### config.mk
export PLATFORM = sky130hd
export DESIGN_NAME = i2c_master_hold
export DESIGN_NICKNAME = d
export VERILOG_FILES = /design/src/rtl/i2cm_pkg.sv /design/src/rtl/byte_mem.sv /design/src/rtl/i2c_master_hold.sv
export VERILOG_INCLUDE_DIRS = /design/src /design/src/rtl
export SDC_FILE = /design/constraint.sdc
export NUM_CORES = 1
export LEC_CHECK = 0
export BUFFER_PORTS_ARGS = -buffer_cell sky130_fd_sc_hd__buf_2
export CAP_MARGIN = 20
export CELL_PAD_IN_SITES_DETAIL_PLACEMENT = 1
export CELL_PAD_IN_SITES_GLOBAL_PLACEMENT = 1
export CORE_MARGIN = 10
export CORE_UTILIZATION = 53
export CTS_CLUSTER_DIAMETER = 50
export CTS_CLUSTER_SIZE = 30
export DETAILED_ROUTE_END_ITERATION = 7
export PLACE_DENSITY = 0.95
export SYNTH_ARGS = -nofsm -noshare
export SYNTH_HDL_FRONTEND = slang
export SYNTH_SLANG_ARGS = --single-unit
### constraint.sdc
create_clock -name clk -period 4.4 [get_ports clk]
set_input_delay 0.44 -clock clk [delete_from_list [all_inputs] [get_ports clk]]
set_output_delay 0.44 -clock clk [all_outputs]
set_load 0.005 [all_outputs]
### src/rtl/i2cm_defs.svh
// register map, field positions, reset values and timing counts of the two-wire master
`ifndef I2CM_DEFS_SVH
`define I2CM_DEFS_SVH

`define CLK_HZ        20000000
`define SCL_100K_HZ   100000
`define SCL_400K_HZ   400000
`define SCL_1000K_HZ  1000000
// quarter bit periods, rounded up so the bus never runs above its rate
`define QTR_100K      ((`CLK_HZ + 4 * `SCL_100K_HZ - 1) / (4 * `SCL_100K_HZ))
`define QTR_400K      ((`CLK_HZ + 4 * `SCL_400K_HZ - 1) / (4 * `SCL_400K_HZ))
`define QTR_1000K     ((`CLK_HZ + 4 * `SCL_1000K_HZ - 1) / (4 * `SCL_1000K_HZ))
`define TMO_UNIT_US   1000
`define MS_CYCLES     (`CLK_HZ / 1000000 * `TMO_UNIT_US)
`define TMO_MIN_MS    100

`define SPD_100K      2'h0
`define SPD_400K      2'h1
`define SPD_1000K     2'h2

`define REG_CTRL      8'h00
`define REG_TMO       8'h04
`define REG_CMD       8'h08
`define REG_STAT      8'h0c
`define REG_IRQ_ST    8'h10
`define REG_IRQ_CLR   8'h14
`define REG_IRQ_EN    8'h18
`define BUF_BASE_BIT  6
`define CH_SEL_BIT    8

`define CTRL_OPEN     0
`define CTRL_SPD_LO   1
`define CMD_RD        7
`define CMD_HOLD      8
`define CMD_LEN_LO    16

`define IRQ_DONE      0
`define IRQ_NACK      1
`define IRQ_TMO       2

`define TMO_RESET     16'h0000

`endif

### src/rtl/i2cm_pkg.sv
// types shared by the two-wire master and its bus slave
package i2cm_pkg;

	typedef enum logic [2:0] {
		ENG_IDLE,
		ENG_START,
		ENG_SEND,
		ENG_RECV,
		ENG_STOP
	} eng_e;

	typedef struct packed {
		eng_e        st;
		logic [1:0]  q;
		logic [5:0]  div;
		logic [3:0]  bitn;
		logic [7:0]  shift;
		logic [4:0]  idx;
		logic [4:0]  len;
		logic [6:0]  saddr;
		logic        rd;
		logic        hold;
		logic        held;
		logic        addr_phase;
		logic        scl_oe;
		logic        sda_oe;
		logic        open;
		logic [1:0]  speed;
		logic [15:0] tmo;
		logic [15:0] ms;
		logic [23:0] mscyc;
		logic        nack;
		logic        tmo_hit;
		logic [2:0]  irq_st;
		logic [2:0]  irq_en;
		logic        mem_we;
		logic [3:0]  mem_wa;
		logic [7:0]  mem_wd;
		logic [2:0]  scl_sync;
		logic [2:0]  sda_sync;
		logic        scl_filt;
		logic        sda_filt;
	} chan_s;

	typedef struct packed {
		logic        phase;
		logic        ack;
		logic [31:0] dat;
		logic        irq;
	} bus_s;

endpackage

### src/rtl/byte_mem.sv
// small byte buffer with a registered read port
`timescale 1ns/1ps
module byte_mem #(
	parameter int W = 8,
	parameter int D = 16,
	parameter int AW = $clog2(D)
) (
	// clock
	input  wire logic          clk,
	// write port
	input  wire logic          we,
	input  wire logic [AW-1:0] waddr,
	input  wire logic [W-1:0]  wdata,
	// read port
	input  wire logic [AW-1:0] raddr,
	output      logic [W-1:0]  rdata_ff
);

	logic [W-1:0] mem [D];

	always_ff @(posedge clk)
	begin
		if (we)
		begin
			mem[waddr] <= wdata;
		end
		rdata_ff <= mem[raddr];
	end

endmodule // byte_mem

### src/rtl/i2c_master_hold.sv
// two-channel two-wire bus master with bus hold, timeout and a wishbone register slave
`timescale 1ns/1ps
`include "i2cm_defs.svh"
module i2c_master_hold #(
	parameter int NCH       = 2,
	parameter int DEPTH     = 16,
	parameter int MS_CYCLES = `MS_CYCLES
) (
	// clock and reset
	input  wire logic           clk,
	input  wire logic           reset,
	// wishbone classic slave
	input  wire logic           wb_cyc_i,
	input  wire logic           wb_stb_i,
	input  wire logic           wb_we_i,
	input  wire logic [31:0]    wb_adr_i,
	input  wire logic [3:0]     wb_sel_i,
	input  wire logic [31:0]    wb_dat_i,
	output      logic [31:0]    wb_dat_o,
	output      logic           wb_ack_o,
	// interrupt
	output      logic           irq,
	// open-drain bus pins, one per channel
	input  wire logic [NCH-1:0] scl_i,
	output      logic [NCH-1:0] scl_o,
	output      logic [NCH-1:0] scl_oe,
	input  wire logic [NCH-1:0] sda_i,
	output      logic [NCH-1:0] sda_o,
	output      logic [NCH-1:0] sda_oe
);

	i2cm_pkg::bus_s  bus_ff;
	i2cm_pkg::bus_s  nxt_bus;
	i2cm_pkg::chan_s ch_ff [NCH];
	logic [7:0]      rdata [NCH];
	logic            req;
	logic            wr;
	logic            mapped;
	logic            chn;
	logic [7:0]      off;
	logic            buf_hit;
	logic [31:0]     wmask;

	// master-only: there is no slave-mode logic anywhere in this block
	assign req     = wb_cyc_i & wb_stb_i;
	assign mapped  = (wb_adr_i[31:`CH_SEL_BIT+1] == 23'h000000)
		&& (int'(wb_adr_i[`CH_SEL_BIT]) < NCH);
	assign chn     = wb_adr_i[`CH_SEL_BIT];
	assign off     = {wb_adr_i[7:2], 2'h0};
	assign buf_hit = wb_adr_i[`BUF_BASE_BIT +: 2] == 2'h1;
	// writes commit at the edge that raises ack
	assign wr      = req & wb_we_i & bus_ff.phase & ~bus_ff.ack & mapped;
	assign wmask   = {{8{wb_sel_i[3]}}, {8{wb_sel_i[2]}}, {8{wb_sel_i[1]}}, {8{wb_sel_i[0]}}};

	assign wb_dat_o = bus_ff.dat;
	assign wb_ack_o = bus_ff.ack;
	assign irq      = bus_ff.irq;

	function automatic logic [5:0] qtr_of(input logic [1:0] spd);
		logic [5:0] r;
		r = 6'(`QTR_100K - 1);
		if (spd == `SPD_400K)
		begin
			r = 6'(`QTR_400K - 1);
		end
		else if (spd == `SPD_1000K)
		begin
			r = 6'(`QTR_1000K - 1);
		end
		return r;
	endfunction

	////////////////////////////////////////////////////////////////////////////
	// channels
	genvar g;
	generate
		for (g = 0; g < NCH; g++)
		begin : gch
			i2cm_pkg::chan_s n;
			i2cm_pkg::chan_s c;
			logic            sel_me;
			logic            busy;
			logic            tick;
			logic            mem_we;
			logic [3:0]      mem_wa;
			logic [3:0]      mem_ra;
			logic [7:0]      mem_wd;
			logic [2:0]      irq_set;
			logic [31:0]     cmdw;

			assign c      = ch_ff[g];
			assign sel_me = wr && (int'(chn) == g);
			assign busy   = c.st != i2cm_pkg::ENG_IDLE;
			assign tick   = c.div == 6'h00;
			assign cmdw   = wb_dat_i & wmask;

			// bus owns the buffer only while the channel is idle
			assign mem_we = c.mem_we | (sel_me & buf_hit & ~busy & wb_sel_i[0]);
			assign mem_wa = c.mem_we ? c.mem_wa : wb_adr_i[5:2];
			assign mem_wd = c.mem_we ? c.mem_wd : wb_dat_i[7:0];
			assign mem_ra = busy ? c.idx[3:0] : wb_adr_i[5:2];

			byte_mem #(
				.W (8),
				.D (DEPTH)
			) u_buf (
				.clk      (clk),
				.we       (mem_we),
				.waddr    (mem_wa),
				.wdata    (mem_wd),
				.raddr    (mem_ra),
				.rdata_ff (rdata[g])
			);

			always_comb
			begin
				n         = c;
				irq_set   = 3'h0;
				n.mem_we  = 1'b0;
				n.scl_sync = {c.scl_sync[1:0], scl_i[g]};
				n.sda_sync = {c.sda_sync[1:0], sda_i[g]};
				if (c.scl_sync[1] == c.scl_sync[2])
				begin
					n.scl_filt = c.scl_sync[2];
				end
				if (c.sda_sync[1] == c.sda_sync[2])
				begin
					n.sda_filt = c.sda_sync[2];
				end

				// quarter-bit timing
				if (busy)
				begin
					n.div = tick ? qtr_of(c.speed) : c.div - 6'h01;
					if (tick)
					begin
						n.q = c.q + 2'h1;
					end
				end

				if (busy && c.st != i2cm_pkg::ENG_STOP && c.tmo != 16'h0000)
				begin
					if (c.mscyc == 24'(MS_CYCLES - 1))
					begin
						n.mscyc = 24'h000000;
						n.ms    = c.ms + 16'h0001;
					end
					else
					begin
						n.mscyc = c.mscyc + 24'h000001;
					end
				end

				if (busy && tick)
				begin
					unique case (c.st)
						i2cm_pkg::ENG_START:
						begin
							// same sequence gives a repeated start on a held bus
							unique case (c.q)
								2'h0: n.sda_oe = 1'b0;
								2'h1: n.scl_oe = 1'b0;
								2'h2: n.sda_oe = 1'b1;
								2'h3:
								begin
									n.scl_oe     = 1'b1;
									n.held       = 1'b0;
									n.shift      = {c.saddr, c.rd};
									n.bitn       = 4'h0;
									n.addr_phase = 1'b1;
									n.st         = i2cm_pkg::ENG_SEND;
								end
							endcase
						end
						i2cm_pkg::ENG_SEND:
						begin
							unique case (c.q)
								2'h0: n.sda_oe = (c.bitn == 4'h8) ? 1'b0 : ~c.shift[7];
								2'h1: n.scl_oe = 1'b0;
								2'h2: n.nack = (c.bitn == 4'h8) ? c.sda_filt : c.nack;
								2'h3:
								begin
									n.scl_oe = 1'b1;
									n.bitn   = c.bitn + 4'h1;
									n.shift  = {c.shift[6:0], 1'b0};
									if (c.bitn == 4'h8)
									begin
										n.bitn       = 4'h0;
										n.addr_phase = 1'b0;
										if (c.nack)
										begin
											irq_set[`IRQ_NACK] = 1'b1;
											n.st = i2cm_pkg::ENG_STOP;
										end
										else if (c.addr_phase && c.rd && c.len != 5'h00)
										begin
											n.st = i2cm_pkg::ENG_RECV;
										end
										// next byte in order, exactly len of them
										else if (!c.rd && c.idx != c.len)
										begin
											n.shift = rdata[g];
											n.idx   = c.idx + 5'h01;
										end
										else
										begin
											irq_set[`IRQ_DONE] = 1'b1;
											n.st   = (c.hold && c.open) ? i2cm_pkg::ENG_IDLE
												: i2cm_pkg::ENG_STOP;
											n.held = c.hold && c.open;
										end
									end
								end
							endcase
						end
						i2cm_pkg::ENG_RECV:
						begin
							unique case (c.q)
								// ack all but the last byte
								2'h0: n.sda_oe = (c.bitn == 4'h8) && (c.idx + 5'h01 != c.len);
								2'h1: n.scl_oe = 1'b0;
								2'h2:
								begin
									if (c.bitn != 4'h8)
									begin
										n.shift = {c.shift[6:0], c.sda_filt};
									end
								end
								2'h3:
								begin
									n.scl_oe = 1'b1;
									n.bitn   = c.bitn + 4'h1;
									if (c.bitn == 4'h7)
									begin
										n.mem_we = 1'b1;
										n.mem_wa = c.idx[3:0];
										n.mem_wd = c.shift;
									end
									if (c.bitn == 4'h8)
									begin
										n.bitn = 4'h0;
										n.idx  = c.idx + 5'h01;
										if (c.idx + 5'h01 == c.len)
										begin
											irq_set[`IRQ_DONE] = 1'b1;
											n.st   = (c.hold && c.open) ? i2cm_pkg::ENG_IDLE
												: i2cm_pkg::ENG_STOP;
											n.held = c.hold && c.open;
										end
									end
								end
							endcase
						end
						i2cm_pkg::ENG_STOP:
						begin
							unique case (c.q)
								2'h0:
								begin
									n.scl_oe = 1'b1;
									n.sda_oe = 1'b1;
								end
								2'h1: n.scl_oe = 1'b0;
								2'h2: n.sda_oe = 1'b0;
								2'h3:
								begin
									n.held = 1'b0;
									n.st   = i2cm_pkg::ENG_IDLE;
								end
							endcase
						end
						default: n.st = i2cm_pkg::ENG_IDLE;
					endcase
				end

				// abort releases the bus with a stop
				if (busy && c.st != i2cm_pkg::ENG_STOP && c.tmo != 16'h0000 && c.ms >= c.tmo)
				begin
					n.tmo_hit           = 1'b1;
					irq_set[`IRQ_TMO]   = 1'b1;
					n.st                = i2cm_pkg::ENG_STOP;
					n.q                 = 2'h0;
					n.div               = qtr_of(c.speed);
				end

				// register writes
				if (sel_me && !buf_hit)
				begin
					unique case (off)
						`REG_CTRL:
						begin
							if (wb_sel_i[0])
							begin
								n.open = wb_dat_i[`CTRL_OPEN];
								// only the three speeds are accepted
								if (wb_dat_i[`CTRL_SPD_LO +: 2] != 2'h3 && !busy)
								begin
									n.speed = wb_dat_i[`CTRL_SPD_LO +: 2];
								end
								// close on a held bus sends the stop first
								if (!wb_dat_i[`CTRL_OPEN] && c.held && !busy)
								begin
									n.st  = i2cm_pkg::ENG_STOP;
									n.q   = 2'h0;
									n.div = qtr_of(c.speed);
								end
							end
						end
						`REG_TMO: n.tmo = (c.tmo & ~wmask[15:0]) | (wb_dat_i[15:0] & wmask[15:0]);
						`REG_CMD:
						begin
							if (c.open && !busy && wb_sel_i[0])
							begin
								n.saddr   = cmdw[6:0];
								n.rd      = cmdw[`CMD_RD];
								n.hold    = cmdw[`CMD_HOLD];
								n.len     = cmdw[`CMD_LEN_LO +: 5];
								n.idx     = 5'h00;
								n.nack    = 1'b0;
								n.tmo_hit = 1'b0;
								n.ms      = 16'h0000;
								n.mscyc   = 24'h000000;
								n.q       = 2'h0;
								n.div     = qtr_of(c.speed);
								n.st      = i2cm_pkg::ENG_START;
							end
						end
						`REG_IRQ_CLR: n.irq_st = c.irq_st & ~wb_dat_i[2:0];
						`REG_IRQ_EN: n.irq_en = wb_sel_i[0] ? wb_dat_i[2:0] : c.irq_en;
						default: n.irq_en = c.irq_en;
					endcase
				end
				// a new event wins over a clear in the same cycle
				n.irq_st = n.irq_st | irq_set;
			end

			always_ff @(posedge clk)
			begin
				if (reset)
				begin
					ch_ff[g] <= '{st: i2cm_pkg::ENG_IDLE, speed: `SPD_100K, tmo: `TMO_RESET,
						scl_sync: 3'h7, sda_sync: 3'h7, scl_filt: 1'b1, sda_filt: 1'b1,
						default: '0};
				end
				else
				begin
					ch_ff[g] <= n;
				end
			end

			// every channel is the same engine
			assign scl_o[g]  = 1'b0;
			assign sda_o[g]  = 1'b0;
			assign scl_oe[g] = ch_ff[g].scl_oe;
			assign sda_oe[g] = ch_ff[g].sda_oe;
		end
	endgenerate

	////////////////////////////////////////////////////////////////////////////
	// wishbone answer: ack two edges after the request is seen
	always_comb
	begin
		i2cm_pkg::chan_s r;
		logic            any;
		r       = ch_ff[0];
		any     = 1'b0;
		nxt_bus = bus_ff;
		if (NCH > 1 && chn)
		begin
			r = ch_ff[NCH-1];
		end
		nxt_bus.phase = bus_ff.ack ? 1'b0 : (req | bus_ff.phase);
		nxt_bus.ack   = req & bus_ff.phase & ~bus_ff.ack;
		if (req && bus_ff.phase && !bus_ff.ack)
		begin
			nxt_bus.dat = 32'h00000000;
			if (mapped && !wb_we_i)
			begin
				if (buf_hit)
				begin
					nxt_bus.dat = {24'h000000, rdata[chn]};
				end
				else
				begin
					unique case (off)
						`REG_CTRL: nxt_bus.dat = {29'h00000000, r.speed, r.open};
						`REG_TMO: nxt_bus.dat = {16'h0000, r.tmo};
						`REG_CMD: nxt_bus.dat = {11'h000, r.len, 7'h00, r.hold, r.rd, r.saddr};
						`REG_STAT: nxt_bus.dat = {27'h0000000, r.open, r.tmo_hit, r.nack, r.held,
							r.st != i2cm_pkg::ENG_IDLE};
						`REG_IRQ_ST: nxt_bus.dat = {29'h00000000, r.irq_st};
						`REG_IRQ_EN: nxt_bus.dat = {29'h00000000, r.irq_en};
						default: nxt_bus.dat = 32'h00000000;
					endcase
				end
			end
		end
		for (int i = 0; i < NCH; i++)
		begin
			any = any | (|(ch_ff[i].irq_st & ch_ff[i].irq_en));
		end
		nxt_bus.irq = any;
	end

	always_ff @(posedge clk)
	begin
		if (reset)
		begin
			bus_ff <= '0;
		end
		else
		begin
			bus_ff <= nxt_bus;
		end
	end

endmodule // i2c_master_hold

==> flow_metrics.py, run 1 <==
metrics = {
    "power": {
        "p_seq_frac": 0.497,
        "combPwrFrac": 0.041,
        "clkPwrFrac": 0.461,
        "p_sw_frac": 0.2443,
        "p_per_area_nw_per_um2": 374.3,
        "ir_drop_v": 0.0003813,
        "p_switching_mw": 2.671,
        "p_leak_nw": 10.55,
        "p_int_mw": 8.260,
    },
    "clocking": {
        "cts.clk_slew.worst_paths_ps": 90,
        "htree_levels": 2,
        "clock_sinks": 556,
        "cts_tree": "done",
        "clockBufferDepth": 3,
        "cts_root_buf": "clkbuf_16",
        "postCtsSetupBuffers": 0,
        "worstSkewPairLatency_ps": 640,
        "cts_buffers": 51,
    },
    "synth": {
        "async_flop_share": 0,
        "synth_edf_count": 256,
        "syn_inst": 2511,
        "yosys.area_share.simple": 0.1583,
        "synthAdderAreaFrac": 0.02571,
        "synth_ff_type": "dfxtp_1",
        "synth_area_leaders": "edfxtp_1, dfxtp_1, mux2i_1, nor2_1, nand2_1",
        "ys_types": 87,
        "synth-seq-area-share": 0.5211,
        "synth_xor_area_frac": 0.03233,
        "avgSynthCellArea_um2": 10.47,
        "synth_top_family_by_area": "simple AND/OR/NAND/NOR gates",
        "yosysWarnings": 0,
        "synth_top_area_frac": 0.2925,
        "synth_area_um2": 26280,
        "yosys.area.top_type": "edfxtp_1",
        "synth-compound-area-share": 0.1120,
        "muxShareOfSynthArea": 0.1086,
        "yosys_register_bits": 556,
    },
    "min_path": {
        "min-delay-path-class": "in -> reg",
    },
    "timing": {
        "fin_tns_setup_ps": 0,
        "finalWorstSetupSlack_ps": 958.3,
        "fmax_mhz": 290.6,
        "finClkSkew_ps": 24.58,
        "fin_crit_sh": 0.7822,
        "slew_violations": 0,
        "finalSetupViolCount": 0,
        "tightest_slew_ps": 1125,
        "relSlewSlack": 0.2441,
        "finalHoldViolations": 0,
        "rsz0062_at_grt": "no",
        "period_minus_slack_ps": 3442,
    },
    "setup_path": {
        "crit_chain": "or3_1 > nand2_1 > nor4_4 > mux2i_1 > nor2_1",
        "critPathRequiredTime_ps": 4890,
        "arrival_ps": 3930,
        "rrSetupSlack_ps": 960,
        "slowest_stage": "nor4_4",
        "startpoint_type": "flip-flop",
        "crit_fanout": 24,
        "path_buf_inv": 0,
        "critical_path_class": "reg -> reg",
        "cpPeakStageDelay_ps": 1020,
        "endpoint_kind": "flip-flop",
        "cp_top_family": "simple AND/OR/NAND/NOR gates",
    },
    "detailed_routing": {
        "initialDrtViolationCount": 2107,
        "ant_nets": 0,
        "drt-wirelength-per-cell_um": 27.41,
        "drt_wl_total_mm": 89.34,
        "dr.pass1.iters": 6,
        "vias": 21548,
        "viasPerCell": 6.610,
        "drc": 0,
    },
    "grt": {
        "grt_pass1_wl_mm": 137.1,
        "grt_pass1_vias": 22625,
        "grt_start_max_net_pins": 64,
        "met2_usage": 0.4888,
        "grt_antenna_before_repair": 2,
        "busiest_layer": "met2",
        "grt-ovfl-total": 0,
        "grtUsageMet3": 0.05601,
        "use_met1": 0.3609,
        "grt_usage": 0.2935,
    },
    "floorplan": {
        "start_util": 0.5368,
        "fp.dieW_um": 242.7,
        "fp.dieH_um": 242.7,
        "coreArea_um2": 48950,
        "fp.dieArea_um2": 58890,
        "ioPinCount": 119,
        "core.rowCount": 81,
    },
    "final_layout": {
        "nNetsFinal": 2682,
        "syn2layout_area_growth_pct": 11.12,
        "fin_util": 0.5966,
        "final_cells": 3260,
        "nFillCells": 5239,
        "drive_gt1_frac": 0.1250,
        "postLayoutCellArea_um2": 29200,
    },
    "place": {
        "port_buffers": 87,
        "dpl_cell_area_um2": 27240,
        "pre_cts_ws_ps": 990.3,
        "dp_cells": 3157,
        "hpwlAfterDp_mm": 58.77,
        "gp_congestion": 0.9792,
    },
    "status": {
        "status": "complete, no violations",
    },
    "job": {
        "maxCapViolCount": 0,
    },
}
-- worst register-to-register path, cell delays in order, from the launching register on --
cell     delay [ps]
dfxtp_1         970
or3_1           540
nand2_1         310
nor4_4         1020
mux2i_1         380
nor2_1          100
-- kinds of logic after synthesis --
family                     after synthesis
and+or+nand+nor                        868
muxes                                  239
AOI/OAI and AO/OA                      451
buffers and inverters                  245
other                                    1
xor gates and xnor gates                97
adders and majority gates               54
DFF                                    556
-- synthesized netlist by cell type, types with 49 or more instances --
cell type,n
a21oi_1,135
nor2_1,310
nand3_1,84
clkbuf_1,96
nor3_1,56
inv_1,81
edfxtp_1,256
ha_1,54
o21ai_0,70
dfxtp_1,300
nand2_1,203
xnor2_1,49
mux2i_1,158
-- path summary, 6_finish.rpt --
path	depth (start not counted)	start	endpoint
worst min register to register	1	ch_ff[1][2]$_SDFF_PP1_	ch_ff[1][3]$_SDFF_PP1_
worst max-delay path	5	ch_ff[0][131]$_SDFF_PP0_	ch_ff[0][12]$_SDFFE_PP0P_
worst max register to register	5	ch_ff[0][131]$_SDFF_PP0_	ch_ff[0][12]$_SDFFE_PP0P_
worst min-delay path	3	wb_dat_i[11]	flip-flop
-- power by group through the flow --
stage | combinational, mW | clock (mW) | sequential, mW
finish | 0.454 | 5.04 | 5.44
global route | 0.469 | 5.26 | 5.43
CTS | 0.433 | 5.06 | 5.43
detailed placement | 0.423 | 0 | 5.55
global placement | 0.398 | 0 | 5.55
floorplan | 0.254 | 0 | 5.54
-- what timing repair did --
item	CTS	global route
hold endpoints to repair	2	0
hold buffers	2	0
resized for setup	0	0
-- sequential cells by signal, indices dropped and copies added, names as in the netlist, named ones only --
register	flops
irq	1
wb_dat_o	21
gch.u_buf.rdata_ff	16
gch.u_buf.mem	256
ch_ff	228
wb_ack_o	1
bus_ff	1
-- metal layers --
layer,vias up,wire length (um)
met5,-,13
met4,2,4353
met3,308,7752
met2,1129,42650
met1,10852,34580
li1,9257,-
-- cell usage in the layout (no fill, tap or decap), types with 44 or more instances in the layout --
cell type  synthesis  layout
mux2i_1          158     156
buf_2             23      86
edfxtp_1         256     256
a21oi_1          135     133
ha_1              54      54
dfxtp_1          300     300
o21ai_0           70      69
inv_1             81      81
nand3_1           84      84
nor3_1            56      54
nor2_1           310     310
xor2_1            48      48
xnor2_1           49      49
clkbuf_16          0      55
buf_4             40      44
nand2_1          203     203
-- cell type report --
cell class,count,area [um^2],share of cell area
Antenna cell,3,7.507,0.0002571
Clock buffer,60,1415,0.04846
Clock inverter,35,476.7,0.01632
Inverter,81,304.0,0.01041
Multi-Input combinational cell,1724,11620,0.3978
Sequential cell,556,13690,0.4689
Tap cell,664,830.8,0.02845
Timing Repair Buffer,137,857.1,0.02935
-- metrics by stage --
| stage | power [mW] | hold slack (ps) |
|---|---|---|
| after global placement | 5.949 | 399.7 |
| after floorplan | 5.790 | 389.5 |
| after CTS | 10.92 | 84.24 |
| after global routing | 11.16 | 115.6 |
| after detailed placement | 5.975 | 406.2 |
| final | 10.93 | 101.7 |
Power figures use the tool's default switching activity.
==> run 2: changes to the inputs <==
--- a/config.mk
+++ b/config.mk
@@ -11,11 +11,11 @@
 export CELL_PAD_IN_SITES_DETAIL_PLACEMENT = 1
 export CELL_PAD_IN_SITES_GLOBAL_PLACEMENT = 1
 export CORE_MARGIN = 10
-export CORE_UTILIZATION = 53
+export CORE_UTILIZATION = 45
 export CTS_CLUSTER_DIAMETER = 50
 export CTS_CLUSTER_SIZE = 30
 export DETAILED_ROUTE_END_ITERATION = 7
-export PLACE_DENSITY = 0.95
+export PLACE_DENSITY = 0.88
 export SYNTH_ARGS = -nofsm -noshare
 export SYNTH_HDL_FRONTEND = slang
 export SYNTH_SLANG_ARGS = --single-unit
==> constraint.sdc (replaced) <==
create_clock -name clk -period 3.1 [get_ports clk]
set_input_delay 0.31 -clock clk [delete_from_list [all_inputs] [get_ports clk]]
set_output_delay 0.31 -clock clk [all_outputs]
set_load 0.005 [all_outputs]
==> flow_metrics.py, run 2 (synthesis gave the netlist of run 1 again) <==
metrics = {
    "status": {
        "status": "complete, no violations",
    },
    "final_layout": {
        "syn2layout_area_growth_pct": 14.57,
        "largest_reg_flops": 256,
        "postLayoutCellArea_um2": 30110,
        "nFillCells": 6290,
        "nNetsFinal": 2763,
        "drive_gt1_frac": 0.1486,
        "final_cells": 3447,
        "final_common_cell": "nor2_1",
        "largest_register": "gch.u_buf.mem",
        "fin_util": 0.5208,
        "most-common-layout-cells": "nor2_1, dfxtp_1, edfxtp_1",
    },
    "clocking": {
        "cts_tree": "done",
        "cts.clk_slew.worst_paths_ps": 90,
        "htree_levels": 2,
        "clock_sinks": 556,
        "cts_root_buf": "clkbuf_16",
        "cts_buffers": 55,
        "worstSkewPairLatency_ps": 660,
        "clockBufferDepth": 3,
        "postCtsSetupBuffers": 0,
    },
    "grt": {
        "grt_start_max_net_pins": 76,
        "grt_usage": 0.2489,
        "grt_antenna_before_repair": 3,
        "grt-ovfl-total": 0,
        "grt_pass1_vias": 22728,
        "grt_pass1_wl_mm": 134.0,
    },
    "place": {
        "pre_cts_ws_ps": 110.5,
        "dpl_cell_area_um2": 27910,
        "gp_congestion": 0.9559,
        "port_buffers": 87,
        "hpwlAfterDp_mm": 59.80,
        "dp_cells": 3327,
    },
    "detailed_routing": {
        "dr.pass1.iters": 6,
        "drt_wl_total_mm": 87.09,
        "ant_nets": 0,
        "vias": 21324,
        "initialDrtViolationCount": 1885,
        "viasPerCell": 6.186,
        "drc": 0,
        "drt-wirelength-per-cell_um": 25.26,
    },
    "setup_path": {
        "critical_path_class": "reg -> reg",
        "slowest_stage": "or3_1",
        "crit_fanout": 11,
        "path_buf_inv": 1,
        "endpoint_kind": "flip-flop",
        "startpoint_type": "flip-flop",
        "critPathRequiredTime_ps": 3590,
        "arrival_ps": 3320,
        "crit_chain": "nand4b_1 > buf_4 > or3_1 > or3_1 > mux2i_1 > nor2_1",
        "cp_top_family": "simple AND/OR/NAND/NOR gates",
        "cpPeakStageDelay_ps": 680,
        "crit_top_cell": "or3_1",
    },
    "timing": {
        "finalWorstSetupSlack_ps": 277.2,
        "relSlewSlack": 0.3963,
        "fmax_mhz": 354.3,
        "fin_crit_sh": 0.9106,
        "fin_tns_setup_ps": 0,
        "finClkSkew_ps": 38.05,
        "slew_violations": 0,
        "period_minus_slack_ps": 2823,
        "tightest_slew_ps": 904.4,
        "rsz0062_at_grt": "no",
        "finalSetupViolCount": 0,
        "finalHoldViolations": 0,
    },
    "floorplan": {
        "core.rowCount": 88,
        "start_util": 0.4546,
        "fp.dieW_um": 261.7,
        "fp.dieH_um": 261.7,
        "ioPinCount": 119,
        "coreArea_um2": 57810,
        "fp.dieArea_um2": 68460,
    },
    "power": {
        "clkPwrFrac": 0.474,
        "ir_drop_v": 0.0004545,
        "p_seq_frac": 0.485,
        "combPwrFrac": 0.042,
        "p_int_mw": 12.09,
        "p_per_area_nw_per_um2": 528.7,
        "p_switching_mw": 3.826,
        "p_sw_frac": 0.2404,
        "p_leak_nw": 11.00,
    },
    "min_path": {
        "min-delay-path-class": "in -> reg",
    },
    "job": {
        "maxCapViolCount": 0,
    },
}
run 2: cell count changes in the layout (fill, tap and decap cells not counted), sizes merged:
| cell | previous run | this run |
|---|---|---|
| buf | 134 | 201 |
| dlygate4sd3 | 2 | 13 |
| clkinv | 13 | 18 |
| bufinv | 5 | 9 |
| clkinvlp | 1 | 5 |
| clkbuf | 61 | 58 |
| inv | 97 | 95 |
run 2: power by group through the flow:
stage | registers [mW] | logic (mW) | clock network (mW)
after detailed placement | 7.88 | 0.621 | 0
after floorplan | 7.86 | 0.361 | 0
after global routing | 7.71 | 0.692 | 7.91
final | 7.71 | 0.664 | 7.54
after CTS | 7.71 | 0.643 | 7.62
after global placement | 7.88 | 0.589 | 0
run 2: per-stage QoR:
stage	power [mW]	hold slack, ps
2_1_floorplan	8.218	389.5
3_3_place_gp	8.465	403.6
3_5_place_dp	8.498	398.3
4_1_cts	15.97	0.5881
5_1_grt	16.31	25.36
6_report	15.92	26.26
run 2: worst paths after layout:
check	startpoint	end	slack, ps	depth (start not counted)
setup / recovery	wb_ack_o$_SDFF_PP0_	flip-flop	280	6
hold / removal	wb_sel_i[2]	ch_ff[0][105]$_SDFFE_PP0P_	30	3
setup reg to reg	wb_ack_o$_SDFF_PP0_	flip-flop	280	6
hold reg to reg	ch_ff[1][2]$_SDFF_PP1_	ch_ff[1][3]$_SDFF_PP1_	420	1
run 2: layer usage:
metal / share of wire / GRT usage
met1: 0.40 / 0.3054
met2: 0.49 / 0.4255
met3: 0.071 / 0.04393
met4: 0.042 / 0.1058
met5: 0.00029 / 0
run 2: area by class of cell:
class | instances | area, um^2 | area share
timing repair buffer | 214 | 1486 | 0.04937
clock buffer | 58 | 1398 | 0.04642
inverter | 81 | 304.0 | 0.01010
tap | 765 | 957.2 | 0.03179
sequential | 556 | 13690 | 0.4548
antenna | 3 | 7.507 | 0.0002493
clock inverter | 46 | 656.9 | 0.02182
multi-input combinational | 1724 | 11600 | 0.3854
run 2: worst reg2reg max path, stage by stage, from the launching register on:
cell      delay, ps
dfxtp_1         350
nand4b_1        380
buf_4           300
or3_1           590
or3_1           680
mux2i_1         300
nor2_1           80
run 2: what timing repair did:
item,4_1_cts,5_1_grt
hold endpoints to repair,22,0
resized for setup,0,1
hold buffers,13,0
setup endpoints to repair,0,5
==> run 3: changes to the inputs <==
--- a/config.mk
+++ b/config.mk
@@ -15,7 +15,7 @@
 export CTS_CLUSTER_DIAMETER = 50
 export CTS_CLUSTER_SIZE = 30
 export DETAILED_ROUTE_END_ITERATION = 7
-export PLACE_DENSITY = 0.88
+export PLACE_DENSITY = 0.79
 export SYNTH_ARGS = -nofsm -noshare
 export SYNTH_HDL_FRONTEND = slang
 export SYNTH_SLANG_ARGS = --single-unit
==> flow_metrics.py, run 3 (synthesis gave the netlist of run 1 again) <==
metrics = {
    "setup_path": {
        "critical_path_class": "reg -> reg",
        "critPathRequiredTime_ps": 3450,
        "cpPeakStageDelay_ps": 590,
        "crit_chain": "buf_4 > or3_1 > nor2_1 > a31o_2 > o21ai_1 > nor2_1 > buf_4",
        "path_buf_inv": 2,
        "arrival_ps": 3080,
        "endpoint_kind": "flip-flop",
        "startpoint_type": "flip-flop",
        "slowest_stage": "or3_1",
        "cp_top_family": "simple AND/OR/NAND/NOR gates",
        "crit_fanout": 11,
    },
    "final_layout": {
        "nNetsFinal": 2760,
        "drive_gt1_frac": 0.1497,
        "most-common-layout-cells": "nor2_1, dfxtp_1, edfxtp_1",
        "largest_reg_flops": 256,
        "final_common_cell": "nor2_1",
        "largest_register": "gch.u_buf.mem",
        "nFillCells": 6237,
        "syn2layout_area_growth_pct": 14.54,
    },
    "detailed_routing": {
        "dr.pass1.iters": 5,
        "ant_nets": 0,
        "drt-wirelength-per-cell_um": 23.67,
        "drt_wl_total_mm": 81.56,
        "viasPerCell": 6.021,
        "drc": 0,
        "initialDrtViolationCount": 1779,
        "vias": 20748,
    },
    "clocking": {
        "cts_tree": "done",
        "clock_sinks": 556,
        "worstSkewPairLatency_ps": 650,
        "htree_levels": 2,
        "cts_root_buf": "clkbuf_16",
        "postCtsSetupBuffers": 0,
        "cts.clk_slew.worst_paths_ps": 70,
        "clockBufferDepth": 3,
        "cts_buffers": 59,
    },
    "place": {
        "hpwlAfterDp_mm": 57.90,
        "port_buffers": 87,
        "pre_cts_ws_ps": 194.1,
        "gp_congestion": 0.9228,
    },
    "power": {
        "p_seq_frac": 0.489,
        "p_leak_nw": 11.04,
        "combPwrFrac": 0.041,
        "clkPwrFrac": 0.470,
        "p_sw_frac": 0.2392,
        "ir_drop_v": 0.0004080,
        "p_per_area_nw_per_um2": 524.2,
        "p_int_mw": 12.00,
        "p_switching_mw": 3.774,
    },
    "timing": {
        "period_minus_slack_ps": 2737,
        "rsz0062_at_grt": "no",
        "relSlewSlack": 0.3516,
        "fin_tns_setup_ps": 0,
        "fmax_mhz": 365.4,
        "tightest_slew_ps": 971.2,
        "finClkSkew_ps": 27.36,
        "finalHoldViolations": 0,
        "finalSetupViolCount": 0,
        "finalWorstSetupSlack_ps": 363.0,
        "fin_crit_sh": 0.8829,
        "slew_violations": 0,
    },
    "status": {
        "status": "complete, no violations",
    },
    "grt": {
        "grt-ovfl-total": 0,
        "grt_pass1_vias": 21857,
        "grt_start_max_net_pins": 72,
        "grt_pass1_wl_mm": 126.6,
        "grt_antenna_before_repair": 1,
        "grt_usage": 0.2352,
    },
    "floorplan": {
        "ioPinCount": 119,
        "fp.dieW_um": 261.7,
        "start_util": 0.4546,
        "coreArea_um2": 57810,
        "fp.dieH_um": 261.7,
        "core.rowCount": 88,
        "fp.dieArea_um2": 68460,
    },
    "min_path": {
        "min-delay-path-class": "in -> reg",
    },
    "job": {
        "maxCapViolCount": 0,
    },
}
-- run 3: power by group through the flow --
stage               logic, mW  registers, mW  clock network, mW
detailed placement      0.625           7.88                  0
finish                  0.651           7.72               7.41
floorplan               0.361           7.86                  0
global route            0.686           7.71               7.83
global placement        0.602           7.88                  0
CTS                     0.640           7.71               7.53
-- run 3: layer usage --
layer / up-vias / GRT usage / wire (um)
li1: 9410 / - / -
met1: 10543 / 0.2975 / 34020
met2: 617 / 0.3970 / 39440
met3: 176 / 0.03683 / 5134
met4: 2 / 0.09616 / 2949
met5: - / 0 / 15
-- run 3: through the flow --
| step | power (mW) | std cells | instance area [um^2] | hold WS (ps) | util |
|---|---|---|---|---|---|
| 6_report | 15.78 | 3446 | 30100 | 28.17 | 0.5207 |
| 4_1_cts | 15.88 | 3444 | 30100 | 1.574 | 0.5206 |
| 3_5_place_dp | 8.503 | 3323 | 27920 | 398.6 | 0.4831 |
| 2_1_floorplan | 8.218 | 2525 | 26330 | 389.5 | - |
| 5_1_grt | 16.23 | 3444 | 30100 | 21.11 | 0.5206 |
| 3_3_place_gp | 8.480 | 3322 | 27910 | 401.2 | 0.4829 |
-- run 3: final timing paths --
check,startpoint,endpoint,slack [ps],cells after the start
worst max-delay path,ch_ff[0][133]$_SDFF_PP0_,gch[0].u_buf.mem[0][5]$_DFFE_PP_,360,7
worst min-delay path,wb_sel_i[2],ch_ff[0][102]$_SDFFE_PP0P_,30,3
worst max register to register,ch_ff[0][133]$_SDFF_PP0_,gch[0].u_buf.mem[0][5]$_DFFE_PP_,360,7
worst min register to register,ch_ff[0][2]$_SDFF_PP1_,ch_ff[0][3]$_SDFF_PP1_,410,1
-- run 3: final cells by class --
class | instances | area (um^2) | share of cell area
antenna | 2 | 5.005 | 0.0001663
timing repair buffer | 207 | 1455 | 0.04834
clock buffer | 70 | 1653 | 0.05491
sequential | 556 | 13690 | 0.4549
clock inverter | 41 | 419.2 | 0.01393
multi-input combinational | 1724 | 11610 | 0.3858
inverter | 81 | 304.0 | 0.01010
tap | 765 | 957.2 | 0.03180
-- run 3: tightest hold or removal path, cell delays in order --
cell	delay (ps)
buf_2	160
nand3_1	80
a21oi_1	60
-- run 3: what timing repair did --
item                                   CTS  global route
hold buffers                            10             0
endpoints found under the hold margin   16             0
resized for setup                        0             0
setup endpoints to repair                0             0
